**src/verilog/spi_port_regs.vh**
```
/*
  Register offsets, field positions, reset values and serial frame
  counts for the serial port and status pin block.
  Assumes it is included by bare name from files under verilog/.
*/
`ifndef SPI_PORT_REGS_VH
`define SPI_PORT_REGS_VH

// ==========================================================
// Register indices on the 7-bit register address.
`define OFS_MASTER_CFG_THREE 7'h00
`define OFS_MASTER_CFG_SIX 7'h01
`define OFS_IO_PIN_CONFIG 7'h02
`define OFS_IO_PIN_STATE 7'h03
`define OFS_IRQ_PIN_CONFIG 7'h04
`define OFS_INT_STATUS 7'h05
`define OFS_INT_MASK 7'h06

// ==========================================================
// Field positions.
`define BIT_SONET_RATE 0
`define BIT_DIG1_SEL 0
`define BIT_DIG2_SEL 1
`define BIT_PIN4_DIR 0
`define BIT_PIN4_OUT 1
`define BIT_PIN4_STATE 0
`define BIT_REF_MISSING_MODE 0
`define BIT_IRQ_ACT_HIGH 1
`define BIT_IRQ_OPEN_DRAIN 2
`define BIT_IRQ_GP_MODE 3
`define BIT_IRQ_GP_VALUE 4
`define BIT_EV_REF_LOST 0
`define BIT_EV_PIN4_CHANGE 1
`define BIT_EV_SER_FRAME 2

// ==========================================================
// Reset values and widths.
`define RST_IO_PIN_CONFIG 8'h00
`define RST_IRQ_PIN_CONFIG 8'h00
`define RST_INT_MASK 3'h0
`define NUM_EVENTS 3

// ==========================================================
// Serial frame: one read flag, address bits, data bits.
`define SER_ADDR_BITS 7
`define SER_DATA_BITS 8

`endif

```
**src/verilog/spi_port_and_status_pins.v**
```verilog
/*
  Host-facing pin logic: serial register port, interrupt or
  reference-missing pin, rate-select pin with general I/O use.
  Assumes the serial master drives chip select and serial clock, the
  activity monitor runs on mclk_i, and rst_i is synchronous.
*/
//
// Function
// - Rate pin latched into defaults at release.
// - Latched 0 picks SDH, 1 picks SONET.
// - Rate pin becomes general I/O after release.
// - Mode bit picks interrupt or reference-missing.
// - Interrupt mode: polarity, drive, general output.
// - Missing mode follows monitor live, unlatched.
// - Master data arrives on serial input pin.
// - Device returns read data on output pin.
// - Phase input picks leading or trailing sampling.
// - SONET allows 1.544MHz, SDH allows 2.048MHz.
// - Reset holds all state except the pin synchronisers at default values.
`include "spi_port_regs.vh"
`timescale 1ns/1ps
`default_nettype none

module spi_port_and_status_pins (
	// Clock and reset.
	input wire mclk_i,
	input wire rst_i,
	// Parallel register port.
	input wire [6:0] reg_addr_i,
	input wire [7:0] reg_wdata_i,
	input wire reg_wr_i,
	input wire reg_rd_i,
	output reg [7:0] reg_rdata_o,
	// Serial port pins.
	input wire spi_cs_n_i,
	input wire spi_sclk_i,
	input wire spi_sdi_i,
	input wire serial_clock_phase_select_i,
	output wire spi_sdo_o,
	output wire spi_sdo_oe_n_o,
	// Rate-select / general I/O pin.
	input wire general_io_pin4_i,
	output reg general_io_pin4_o,
	output reg general_io_pin4_oe_n_o,
	// Interrupt request / reference-missing pin.
	output reg interrupt_request_pin_o,
	output reg interrupt_request_pin_oe_n_o,
	// Activity monitor of the selected reference.
	input wire ref_missing_i,
	// Mode outputs toward the clock path.
	output wire sonet_rate_select_o,
	output wire digital_out1_standard_sel_o,
	output wire digital_out2_standard_sel_o,
	output wire freq_1544_avail_o,
	output wire freq_2048_avail_o,
	// Internal interrupt level.
	output wire irq_o
);

	// ==========================================================
	// Serial slave.
	wire [6:0] ser_addr; // Serial access address.
	wire [7:0] ser_wdata; // Serial write data.
	wire ser_wr; // Serial write strobe.
	wire ser_rd; // Serial read strobe.
	wire ser_done; // Serial frame completed.
	reg [7:0] ser_rdata_q; // Read answer toward the serial slave.

	// Clock and chip select are only received, never driven.
	serial_slave #(
		.ADDR_W(`SER_ADDR_BITS),
		.DATA_W(`SER_DATA_BITS)
	) u_serial (
		.mclk_i(mclk_i),
		.rst_i(rst_i),
		.cs_n_i(spi_cs_n_i),
		.sclk_i(spi_sclk_i),
		.sdi_i(spi_sdi_i),
		.phase_i(serial_clock_phase_select_i),
		.sdo_o(spi_sdo_o),
		.sdo_oe_n_o(spi_sdo_oe_n_o),
		.addr_o(ser_addr),
		.wdata_o(ser_wdata),
		.wr_o(ser_wr),
		.rd_o(ser_rd),
		.rdata_i(ser_rdata_q),
		.frame_done_o(ser_done)
	);

	// ==========================================================
	// Pin synchronisers.
	reg pin4_m_q, pin4_s_q, pin4_p_q; // Rate/general pin and past value.
	reg rst_p_q; // Reset seen in the previous cycle.

	// The synchroniser keeps running through reset so that the pin
	// level is already settled on the first cycle after release.
	always @(posedge mclk_i) begin
		pin4_m_q <= general_io_pin4_i;
		pin4_s_q <= pin4_m_q;
		pin4_p_q <= pin4_s_q;
		rst_p_q <= rst_i;
	end

	wire release_w = rst_p_q & ~rst_i; // First cycle after reset.

	// ==========================================================
	// Write selection.
	// The parallel port wins a same-cycle collision; the serial write
	// of that cycle is lost, which only matters if both masters run.
	wire wr_en = reg_wr_i | ser_wr;
	wire [6:0] wr_addr = reg_wr_i ? reg_addr_i : ser_addr;
	wire [7:0] wr_data = reg_wr_i ? reg_wdata_i : ser_wdata;

	// ==========================================================
	// Configuration registers.
	reg sonet_q; // SONET (1) or SDH (0) rate family.
	reg dig1_sel_q; // Digital output 1 standard select.
	reg dig2_sel_q; // Digital output 2 standard select.
	reg [7:0] io_cfg_q; // Direction and output value of pin 4.
	reg [7:0] irq_cfg_q; // Interrupt pin configuration.

	// All state is at default while reset is high.
	always @(posedge mclk_i) begin
		if (rst_i) begin
			sonet_q <= 1'b0;
			dig1_sel_q <= 1'b0;
			dig2_sel_q <= 1'b0;
			io_cfg_q <= `RST_IO_PIN_CONFIG;
			irq_cfg_q <= `RST_IRQ_PIN_CONFIG;
		end else if (release_w) begin
			// Pin level becomes the mode defaults at release.
			sonet_q <= pin4_s_q;
			dig1_sel_q <= pin4_s_q;
			dig2_sel_q <= pin4_s_q;
		end else if (wr_en) begin
			case (wr_addr)
				`OFS_MASTER_CFG_THREE: begin
					sonet_q <= wr_data[`BIT_SONET_RATE];
				end
				`OFS_MASTER_CFG_SIX: begin
					dig1_sel_q <= wr_data[`BIT_DIG1_SEL];
					dig2_sel_q <= wr_data[`BIT_DIG2_SEL];
				end
				`OFS_IO_PIN_CONFIG: begin
					io_cfg_q <= wr_data;
				end
				`OFS_IRQ_PIN_CONFIG: begin
					irq_cfg_q <= wr_data;
				end
				default: begin
					// Other offsets hold no configuration.
				end
			endcase
		end
	end

	// Latched 0 means SDH on 2.048MHz, 1 means SONET on 1.544MHz.
	assign sonet_rate_select_o = sonet_q;
	assign digital_out1_standard_sel_o = dig1_sel_q;
	assign digital_out2_standard_sel_o = dig2_sel_q;
	assign freq_1544_avail_o = sonet_q;
	assign freq_2048_avail_o = ~sonet_q;

	// ==========================================================
	// Interrupt status and mask.
	reg [`NUM_EVENTS-1:0] status_q; // Sticky event bits.
	reg [`NUM_EVENTS-1:0] mask_q; // Enable per event.
	reg ref_prev_q; // Monitor level one cycle ago.
	wire [`NUM_EVENTS-1:0] event_w; // One-cycle event pulses.
	wire [`NUM_EVENTS-1:0] clear_w; // Write-one-to-clear pulses.

	assign event_w[`BIT_EV_REF_LOST] = ref_missing_i & ~ref_prev_q;
	assign event_w[`BIT_EV_PIN4_CHANGE] =
		(pin4_s_q ^ pin4_p_q) & ~io_cfg_q[`BIT_PIN4_DIR] & ~rst_p_q;
	assign event_w[`BIT_EV_SER_FRAME] = ser_done;
	assign clear_w = (wr_en && wr_addr == `OFS_INT_STATUS) ?
		wr_data[`NUM_EVENTS-1:0] : {`NUM_EVENTS{1'b0}};

	// A new event wins over a clear in the same cycle.
	wire [`NUM_EVENTS-1:0] status_d; // Next sticky value per event.
	genvar gi;
	generate
		for (gi = 0; gi < `NUM_EVENTS; gi = gi + 1) begin : g_status
			assign status_d[gi] = event_w[gi] |
				(status_q[gi] & ~clear_w[gi]);
		end
	endgenerate

	// One process owns the whole status word, so it has one driver.
	always @(posedge mclk_i) begin
		if (rst_i) begin
			status_q <= {`NUM_EVENTS{1'b0}};
		end else begin
			status_q <= status_d;
		end
	end

	// Mask register and monitor history.
	always @(posedge mclk_i) begin
		if (rst_i) begin
			mask_q <= `RST_INT_MASK;
			ref_prev_q <= 1'b0;
		end else begin
			ref_prev_q <= ref_missing_i;
			if (wr_en && wr_addr == `OFS_INT_MASK) begin
				mask_q <= wr_data[`NUM_EVENTS-1:0];
			end
		end
	end

	assign irq_o = |(status_q & mask_q);

	// ==========================================================
	// Interrupt request / reference-missing pin.
	reg irq_level; // Level the pin should show.
	reg irq_oe_n; // Pin released when high.

	// Mode bit chooses the function; open drain only pulls low.
	always @* begin
		irq_level = 1'b0;
		irq_oe_n = 1'b0;
		if (irq_cfg_q[`BIT_REF_MISSING_MODE]) begin
			// Live monitor state, nothing latched.
			irq_level = ref_missing_i;
		end else begin
			if (irq_cfg_q[`BIT_IRQ_GP_MODE]) begin
				irq_level = irq_cfg_q[`BIT_IRQ_GP_VALUE];
			end else if (irq_cfg_q[`BIT_IRQ_ACT_HIGH]) begin
				irq_level = irq_o;
			end else begin
				irq_level = ~irq_o;
			end
			if (irq_cfg_q[`BIT_IRQ_OPEN_DRAIN]) begin
				irq_oe_n = irq_level;
			end
		end
	end

	// Pin 4 drives only as an output after release.
	always @(posedge mclk_i) begin
		if (rst_i) begin
			interrupt_request_pin_o <= 1'b0;
			interrupt_request_pin_oe_n_o <= 1'b1;
			general_io_pin4_o <= 1'b0;
			general_io_pin4_oe_n_o <= 1'b1;
		end else begin
			interrupt_request_pin_o <= irq_level;
			interrupt_request_pin_oe_n_o <= irq_oe_n;
			general_io_pin4_o <= io_cfg_q[`BIT_PIN4_OUT];
			general_io_pin4_oe_n_o <= ~io_cfg_q[`BIT_PIN4_DIR];
		end
	end

	// ==========================================================
	// Read path.
	reg [7:0] rd_mux; // Value at the addressed register.
	reg [6:0] rd_addr; // Address of the current read.

	// Unmapped offsets read as zero; reads have no side effects.
	always @* begin
		rd_addr = reg_rd_i ? reg_addr_i : ser_addr;
		rd_mux = 8'h00;
		case (rd_addr)
			`OFS_MASTER_CFG_THREE: begin
				rd_mux[`BIT_SONET_RATE] = sonet_q;
			end
			`OFS_MASTER_CFG_SIX: begin
				rd_mux[`BIT_DIG1_SEL] = dig1_sel_q;
				rd_mux[`BIT_DIG2_SEL] = dig2_sel_q;
			end
			`OFS_IO_PIN_CONFIG: begin
				rd_mux = io_cfg_q;
			end
			`OFS_IO_PIN_STATE: begin
				rd_mux[`BIT_PIN4_STATE] = pin4_s_q;
			end
			`OFS_IRQ_PIN_CONFIG: begin
				rd_mux = irq_cfg_q;
			end
			`OFS_INT_STATUS: begin
				rd_mux[`NUM_EVENTS-1:0] = status_q;
			end
			`OFS_INT_MASK: begin
				rd_mux[`NUM_EVENTS-1:0] = mask_q;
			end
			default: begin
				rd_mux = 8'h00;
			end
		endcase
	end

	// The parallel port gets its answer one cycle after its strobe; the serial port too, unless a parallel read shares the cycle.
	always @(posedge mclk_i) begin
		if (rst_i) begin
			reg_rdata_o <= 8'h00;
			ser_rdata_q <= 8'h00;
		end else begin
			if (reg_rd_i) begin
				reg_rdata_o <= rd_mux;
			end
			if (ser_rd && !reg_rd_i) begin
				ser_rdata_q <= rd_mux;
			end
		end
	end

endmodule // spi_port_and_status_pins

`default_nettype wire

```
**src/verilog/serial_slave.v**
```verilog
/*
  Serial register-access slave. Frame: read flag (1 = read), address
  MSB first, then eight data bits MSB first.
  Assumes cs_n, sclk, sdi and phase come from pins outside the mclk
  domain, and that the serial clock is far slower than mclk_i.
*/
`timescale 1ns/1ps
`default_nettype none

module serial_slave #(
	parameter ADDR_W = 7,
	parameter DATA_W = 8
) (
	// Clock and reset.
	input wire mclk_i,
	input wire rst_i,
	// Serial pins.
	input wire cs_n_i,
	input wire sclk_i,
	input wire sdi_i,
	input wire phase_i,
	output reg sdo_o,
	output wire sdo_oe_n_o,
	// Register access toward the register file.
	output reg [ADDR_W-1:0] addr_o,
	output reg [DATA_W-1:0] wdata_o,
	output reg wr_o,
	output reg rd_o,
	input wire [DATA_W-1:0] rdata_i,
	output reg frame_done_o
);

	localparam FRAME_W = 1 + ADDR_W + DATA_W;
	localparam [4:0] CMD_LAST = ADDR_W;
	localparam [4:0] CMD_BITS = ADDR_W + 1;
	localparam [4:0] FRAME_LAST = FRAME_W - 1;
	localparam [4:0] FRAME_BITS = FRAME_W;

	// ==========================================================
	// Pin synchronisers.
	reg cs_m_q, cs_s_q; // Chip select, two flops.
	reg sclk_m_q, sclk_s_q, sclk_p_q; // Serial clock and its past value.
	reg sdi_m_q, sdi_s_q; // Serial data in.
	reg ph_m_q, ph_s_q; // Clock phase select.

	// Every pin passes two flops; the first is read by the second only.
	always @(posedge mclk_i) begin
		cs_m_q <= cs_n_i;
		cs_s_q <= cs_m_q;
		sclk_m_q <= sclk_i;
		sclk_s_q <= sclk_m_q;
		sclk_p_q <= sclk_s_q;
		sdi_m_q <= sdi_i;
		sdi_s_q <= sdi_m_q;
		ph_m_q <= phase_i;
		ph_s_q <= ph_m_q;
	end

	// ==========================================================
	// Edge detection.
	reg idle_q; // Serial clock level seen while deselected.
	wire edge_w = sclk_s_q ^ sclk_p_q;
	wire lead_w = edge_w & (sclk_p_q == idle_q);
	wire trail_w = edge_w & ~lead_w;
	// Phase 0 samples on the leading edge, phase 1 on the trailing.
	wire samp_w = ph_s_q ? trail_w : lead_w;
	wire drive_w = ph_s_q ? lead_w : trail_w;

	// The idle level is learnt while deselected, so either clock
	// polarity works without a separate setting.
	always @(posedge mclk_i) begin
		if (rst_i) begin
			idle_q <= 1'b0;
		end else if (cs_s_q) begin
			idle_q <= sclk_s_q;
		end
	end

	// ==========================================================
	// Shift engine.
	reg [4:0] cnt_q; // Bits sampled in this frame.
	reg [FRAME_W-1:0] sh_q; // Incoming bits.
	reg [DATA_W-1:0] tx_q; // Outgoing read data.
	reg is_read_q; // Frame is a read.
	reg load_q; // Read data arrives this cycle.

	// Deselect clears the engine; selection restarts at bit zero.
	always @(posedge mclk_i) begin
		if (rst_i || cs_s_q) begin
			cnt_q <= 5'h00;
			sh_q <= {FRAME_W{1'b0}};
			tx_q <= {DATA_W{1'b0}};
			is_read_q <= 1'b0;
			load_q <= 1'b0;
			addr_o <= {ADDR_W{1'b0}};
			wdata_o <= {DATA_W{1'b0}};
			wr_o <= 1'b0;
			rd_o <= 1'b0;
			frame_done_o <= 1'b0;
			sdo_o <= 1'b0;
		end else begin
			wr_o <= 1'b0;
			rd_o <= 1'b0;
			frame_done_o <= 1'b0;
			load_q <= rd_o;
			// Register file answers one cycle after the read strobe.
			if (load_q) begin
				tx_q <= rdata_i;
			end
			// Master data is taken only on the sampling edge.
			if (samp_w && cnt_q < FRAME_BITS) begin
				sh_q <= {sh_q[FRAME_W-2:0], sdi_s_q};
				cnt_q <= cnt_q + 5'h01;
				if (cnt_q == CMD_LAST) begin
					is_read_q <= sh_q[ADDR_W-1];
					rd_o <= sh_q[ADDR_W-1];
					addr_o <= {sh_q[ADDR_W-2:0], sdi_s_q};
				end
				if (cnt_q == FRAME_LAST) begin
					wr_o <= ~is_read_q;
					wdata_o <= {sh_q[DATA_W-2:0], sdi_s_q};
					frame_done_o <= 1'b1;
				end
			end
			// Read data leaves MSB first on the launching edge.
			if (drive_w && cnt_q >= CMD_BITS) begin
				sdo_o <= tx_q[DATA_W-1];
				tx_q <= {tx_q[DATA_W-2:0], 1'b0};
			end
		end
	end

	// The output is released while the device is deselected.
	assign sdo_oe_n_o = cs_s_q;

endmodule // serial_slave

`default_nettype wire

```
**config.mk**
```make
export PLATFORM = sky130hd
export DESIGN_NAME = spi_port_and_status_pins
export DESIGN_NICKNAME = d
export VERILOG_FILES = /design/src/verilog/spi_port_and_status_pins.v /design/src/verilog/serial_slave.v
export VERILOG_INCLUDE_DIRS = /design/src /design/src/verilog
export SDC_FILE = /design/constraint.sdc
export NUM_CORES = 1
export LEC_CHECK = 0
export BUFFER_PORTS_ARGS = -buffer_cell sky130_fd_sc_hd__buf_2
export CAP_MARGIN = 10
export CORE_MARGIN = 2
export CORE_UTILIZATION = 39
export CTS_CLUSTER_DIAMETER = 200
export DETAILED_ROUTE_END_ITERATION = 10
export PLACE_DENSITY = 0.55
export SYNTH_ARGS = -nofsm -noshare
export SYNTH_HDL_FRONTEND = slang
export SYNTH_SLANG_ARGS = --single-unit
```
**constraint.sdc**
```tcl
create_clock -name mclk_i -period 4.76 [get_ports mclk_i]
set_input_delay 0.714 -clock mclk_i [delete_from_list [all_inputs] [get_ports mclk_i]]
set_output_delay 0.714 -clock mclk_i [all_outputs]
set_load 0.005 [all_outputs]
```
# After elaboration in Yosys (flattened, before gate mapping)
# Index checks and enable logic that the tools add are counted.
[classes]
n_bitwise = 31
n_lt_le_gt_ge = 2
n_reduce_logical = 24
eq_ne = 14
add_sub_neg = 1
muxes = 27
[op_table]
columns = ["operator", "n"]
rows = [
  ["$eq A7 B3 Y1 const B", 6],
  ["$mux W8", 3],
  ["$eq A7 B2 Y1 const B", 3],
  ["$mux W1", 17],
  ["$not A1 Y1", 15],
  ["$eq A7 B1 Y1 const B", 2],
  ["$logic_not A7 Y1", 2],
  ["$mux W7", 2],
  ["$pmux W5 S2", 1],
  ["$and A1 B1 Y1", 9],
  ["$reduce_or A3 Y1", 3],
  ["$reduce_and A2 Y1", 4],
  ["$reduce_bool A2 Y1", 4],
  ["$pmux W1 S7", 1],
  ["$reduce_and A3 Y1", 2],
  ["$add A5 B1 Y5 const B", 1],
  ["$eq A5 B3 Y1 const B", 1],
  ["$eq A5 B4 Y1 const B", 1],
  ["$ge A5 B4 Y1 const B", 1],
  ["$logic_and A1 B1 Y1", 5],
  ["$lt A5 B5 Y1 const B", 1],
  ["$pmux W1 S5", 1],
  ["$or A1 B1 Y1", 4],
  ["$pmux W1 S4", 1],
  ["other kinds (7)", 9],
]
[totals]
wordCells = 139
output_inout_bits = 20
regBits = 101

# Depth between registers and ports, before layout
[logic_depth]
depth_word = 8
mapped_depth = 8
ltp_nobuf = 6

# Cells and area by module
# A second synthesis with hierarchy kept.
[hier_totals]
cells_unflattened = 447
area_unflattened_um2 = 4257.8
[modules_own_cells]
columns = ["module", "cells_each", "area_each_um2", "instances"]
rows = [
  ["spi_port_and_status_pins", 254, 2372.3, 1],
  ["serial_slave", 193, 1885.6, 1],
]

# Worst setup path before layout
# No wires, ideal clock.
[synth_path]
path_type = "in2reg"
startpoint = "input reg_addr_i[4]"
endpoint = "register io_cfg_q[5]"
required_time_ps = 4681
path_stages = 7
setup_slack_ps = 2711
setup_ps = 79
arrival_ps = 1970
cell_sequence = "nor4b_2 > a22o_1 > buf_6 > nor3b_4 > buf_6 > nor2_1 > a211oi_2"
[synth_between]
elab_chain_cells = 3
[synth_lines]
columns = ["item", "line", "source"]
rows = [
  ["start: declaration", "spi_port_and_status_pins.v:29", "input wire [6:0] reg_addr_i,"],
  ["$mux W7", "spi_port_and_status_pins.v:111", "wire [6:0] wr_addr = reg_wr_i ? reg_addr_i : ser_addr;"],
  ["$eq A7 B2 Y1", "spi_port_and_status_pins.v:136", "case (wr_addr)"],
  ["$reduce_and A3 Y1 (no source line)", "-", ""],
  ["end signal: assignment", "spi_port_and_status_pins.v:128", "io_cfg_q <= `RST_IO_PIN_CONFIG;"],
  ["end signal: assignment", "spi_port_and_status_pins.v:145", "io_cfg_q <= wr_data;"],
  ["end: declaration", "spi_port_and_status_pins.v:119", "reg [7:0] io_cfg_q;"],
]
# Every way passes these cells.
# A chain may end at the register's enable or synchronous reset.

# Worst setup path in the final report
[layout_path]
startpoint = "input reg_wr_i"
endpoint = "register io_cfg_q[2]"
[layout_between]
elab_chain_cells = 3
elab_cells_between_ends = 5
classes_between = "1 x eq/ne; 2 x mux; 1 x bitwise; 1 x reduce/logical"
[layout_lines]
columns = ["item", "line", "source"]
rows = [
  ["start: declaration", "spi_port_and_status_pins.v:31", "input wire reg_wr_i,"],
  ["$mux W7", "spi_port_and_status_pins.v:111", ""],
  ["$eq A7 B2 Y1", "spi_port_and_status_pins.v:136", ""],
  ["$reduce_and A3 Y1 (no source line)", "-", ""],
]
# Several ways; a longest one is shown, not always the timed one.

==> impl.org <==
** Critical path
- The number of cells on the worst reg-to-reg path is 5.
- Setup slack on the worst reg-to-reg path comes out at 2.59 ns.
- The critical path in this run is classified as in -> reg.
- STA puts the critical path data arrival time at ~2.8 ns.
- CP required :: 5.00 ns
- For this run, the slowest stage of the critical path takes 0.64 ns.
- Number of buffer and inverter stages on the critical path :: 1
- In this run the critical register-to-register path is captured at io_cfg_q[2]$_SDFFE_PP0P_.
- The worst setup path is launched from an input pin.
- Type of destination of the critical path :: register
- In this run the critical register-to-register path is launched from u_serial.addr_o[0]$_SDFFE_PP0P_.
- Among all stages on the critical path, the largest delay is contributed by nor3b_4.
- Critical path's top delay family :: simple AND/OR/NAND/NOR gates
- Largest fanout on the critical path :: 21
- CP Cell Sequence :: buf_2 -> nor4b_2 -> a22o_1 -> nor3b_4 -> mux2i_1 -> nor2_1

** STA
- Setup total negative slack on the finished layout was measured at 0 ns.
- Max Freq :: roughly 390 MHz
- Post-route clock skew :: about 0.013 ns
- Setup repair after global routing left no endpoint under its margin.
- Dividing the final minimum period by the clock period gives 0.532.
- Final min period :: about 2.5 ns
- Slew margin rel. :: 0.489
- Transition at the pin with the smallest max-transition slack :: about 0.74 ns
- Setup violations remaining at the end of the flow were counted as 0.
- The number of hold violations in the final report was 0.
- Setup slack closes at about 2.2 ns.
- The count of final max-slew check failures was 0.

** Logic synthesis
- Total of flip-flops plus latches after synthesis :: 101
- Synthesized Nets :: slightly below 500
- Number of synthesized flops with an enable pin :: 0
- Sequential cell area fraction in the yosys report :: 0.470
- After technology mapping, the gate count stands at 460.
- Area of the mapped netlist :: 4300 um^2
- Yosys top cell by area :: dfxtp_1
- Total of warnings raised by yosys :: 0
- Syn Area/Cell :: between 9 and 10 um^2
- The most used flip-flop cell after synthesis is dfxtp_1.
- Of the post-synthesis cell area, the dominant cell type holds 0.470.
- After synthesis, the cell types taking the most area are dfxtp_1, mux2i_1, a211oi_1.
- In the synthesized netlist the async set-or-reset flop fraction comes to 0.
- Distinct cell type count after synthesis :: 60

** CTS
- Master cell of the clock root buffer :: clkbuf_8
- The clock tree synthesis step divided the H-tree into 3 levels.
- Clock latency on the worst-skew pair :: 0.37 ns
- CTS tree :: built
- The clock drives between 100 and 150 sinks.
- The clock passes through at most 2 buffers.
- Gates resized during post-CTS repair numbered 0.
- After clock tree synthesis, the flow added hold-fix buffers numbering 0.
- Post-CTS timing repair inserted 0 buffers for setup.
- Clock-pin slew was measured on the worst setup and hold paths at around 0.1 ns.
- The number of clock buffers added by TritonCTS is 9.

** Floorplan
- The floorplan step defined a core boundary enclosing roughly 11000 um^2.
- Die footprint :: between 10000 and 15000 um^2
- The floorplan step set the die height to approximately 110 um.
- Width of the chip :: between 100 and 150 um
- In this run the core area contains 38 standard-cell rows.
- In this run the count of I/O pins placed on the die edge is between 40 and 50.
- Effective utilization at floorplan :: 0.398

** Layout
- Syn-to-layout area delta :: 10.1%
- 0 antenna diodes ended up in the layout.
- Fraction of layout instances using a drive strength above 1 :: 0.180
- Final net count :: around 520
- Measured on the finished design, the core utilization comes to 0.439.
- Final design instance area without fill :: between 4000 and 5000 um^2

** Placement
- At the end of routability-driven placement, the weighted congestion stood at between 0.8 and 0.9.
- Pre-CTS setup slack :: approximately 1.8 ns
- The placed instances occupy a cell area of 4560 um^2.
- I/O Buffers :: 44
- Post-DP HPWL :: approximately 7 mm

** Min path
- End point of the most critical hold path :: u_serial.sdi_s_q$_DFF_P_
- Cell count of the worst hold path :: 0
- Class of the most critical hold timing path :: reg -> reg
- In this run the most critical hold path is launched from u_serial.sdi_m_q$_DFF_P_.

** Global routing
- The first global-routing pass estimated around 16 mm of wire.
- In the global route stage, overall resource usage came out at 0.179.
- Largest net degree at the start of global routing :: 36
- Initial antenna violation count :: 0
- Summed over all layers, the global routing overflow is 0.
- Via count of the first global-routing pass :: 3172

** Pwr
- Leakage power :: 1.66 nW
- Power spread over the standard cell area amounts to 313 nW/um^2.
- VDD sags by at most roughly 0.19 mV.

** Drt
- Number of detailed-routing iterations run before antenna repair :: 5
- For this run, design rule violations remaining after detail routing come to 0.
- Via density per instance :: roughly 5.3
- Dividing the detail-routed wire length by the instance count gives 15.6 um.
- The count of nets left with antenna violations once routing finished came out at 0.
- Drt first-iter violations :: 235
- Total number of vias :: between 3000 and 4000
- Wirelength, routed :: about 9.9 mm

** Status
- Result of the run :: finished, final reports clean

** Flow run
- Number of violations of the max-capacitance limit :: 0
final cells by class:
cell class                 instances  area (um^2)
tap                              140          175
multi-input combinational        321         2090
clock buffer                      10          128
inverter                          10         37.5
clock inverter                     6         46.3
fill                            1060         6060
timing repair buffer              46          235
sequential                       101         2020
registers in the layout, summed over array words and instances, names as in the netlist, 3 cells and up:
name / cells
io_cfg_q: 8
u_serial.wdata_o: 8
u_serial.tx_q: 8
status_q: 3
u_serial.addr_o: 7
irq_cfg_q: 8
reg_rdata_o: 8
ser_rdata_q: 8
u_serial.sh_q: 7
mask_q: 3
u_serial.cnt_q: 5
where the power goes:
group / internal [mW] / switching (mW) / leakage [nW]
clock: 0.194 / 0.310 / 0.0833
combinational: 0.0396 / 0.0683 / 0.760
sequential: 0.858 / 0.00967 / 0.822
synthesized netlist by cell type, types with 5 or more instances:
master / number
dfxtp_1: 101
nor2_1: 50
nand2_1: 34
a211oi_1: 26
mux2i_1: 25
o21ai_0: 25
nor3_1: 24
nand3_1: 19
a21oi_1: 16
clkbuf_1: 15
nor2b_1: 13
inv_1: 10
a22oi_1: 7
a211oi_2: 5
mux2_2: 5
nand2b_1: 5
xnor2_1: 5
kinds of logic (layout without fill, tap and decap cells):
group,after synthesis,count (layout),synth area share
xor gates and xnor gates,6,6,0.0122
and+or+nand+nor,175,175,0.216
DFF,101,101,0.470
adders and majority gates,2,2,0.00582
muxes,32,32,0.0777
buffers and inverters,38,72,0.0439
AOI/OAI and AO/OA,106,106,0.174
cells in the final DEF (no fill, tap or decap), types with 3 or more instances in the layout:
cell type  count
clkbuf_8       9
a22oi_1        7
nor2b_1       13
and3_1         3
a211oi_1      26
o32ai_1        3
nor2_1        49
o21ai_0       25
nor3b_1        4
nand2b_1       5
nor3_1        24
dfxtp_1      101
xnor2_1        5
mux2i_1       25
a31o_2         3
a21oi_1       16
nand3_1       19
nand2_1       34
a211oi_2       5
mux2_2         5
inv_1         10
buf_2         44
through the flow:
stage	hold slack (ns)	power, mW	std cells
2_1_floorplan	0.310	0.957	460
3_3_place_gp	0.311	0.994	618
3_5_place_dp	0.315	0.995	618
4_1_cts	0.339	1.49	634
5_1_grt	0.343	1.55	634
6_report	0.336	1.48	634
metal layers:
metal / GRT usage / up-vias / routed length (um)
met5: 0 / - / 0
met4: 0.0696 / 0 / 191
met3: 0.0323 / 17 / 416
met2: 0.267 / 78 / 4330
met1: 0.258 / 1580 / 4970
li1: - / 1711 / -
how the worst max path moves through the flow:
stage                        startpoint                  endpoint  slack (ns)  cells past startpoint
after floorplan           reg_addr_i[4]  io_cfg_q[5]$_SDFFE_PP0P_        2.71                      7
after global placement         reg_wr_i  io_cfg_q[1]$_SDFFE_PP0P_        1.92                      6
after detailed placement       reg_wr_i  io_cfg_q[2]$_SDFFE_PP0P_        1.83                      6
after CTS                      reg_wr_i  io_cfg_q[2]$_SDFFE_PP0P_        2.22                      6
after global routing           reg_wr_i  io_cfg_q[5]$_SDFFE_PP0P_        2.00                      6
final                          reg_wr_i  io_cfg_q[2]$_SDFFE_PP0P_        2.23                      6
No activity file was read; power rests on OpenSTA's default activity.
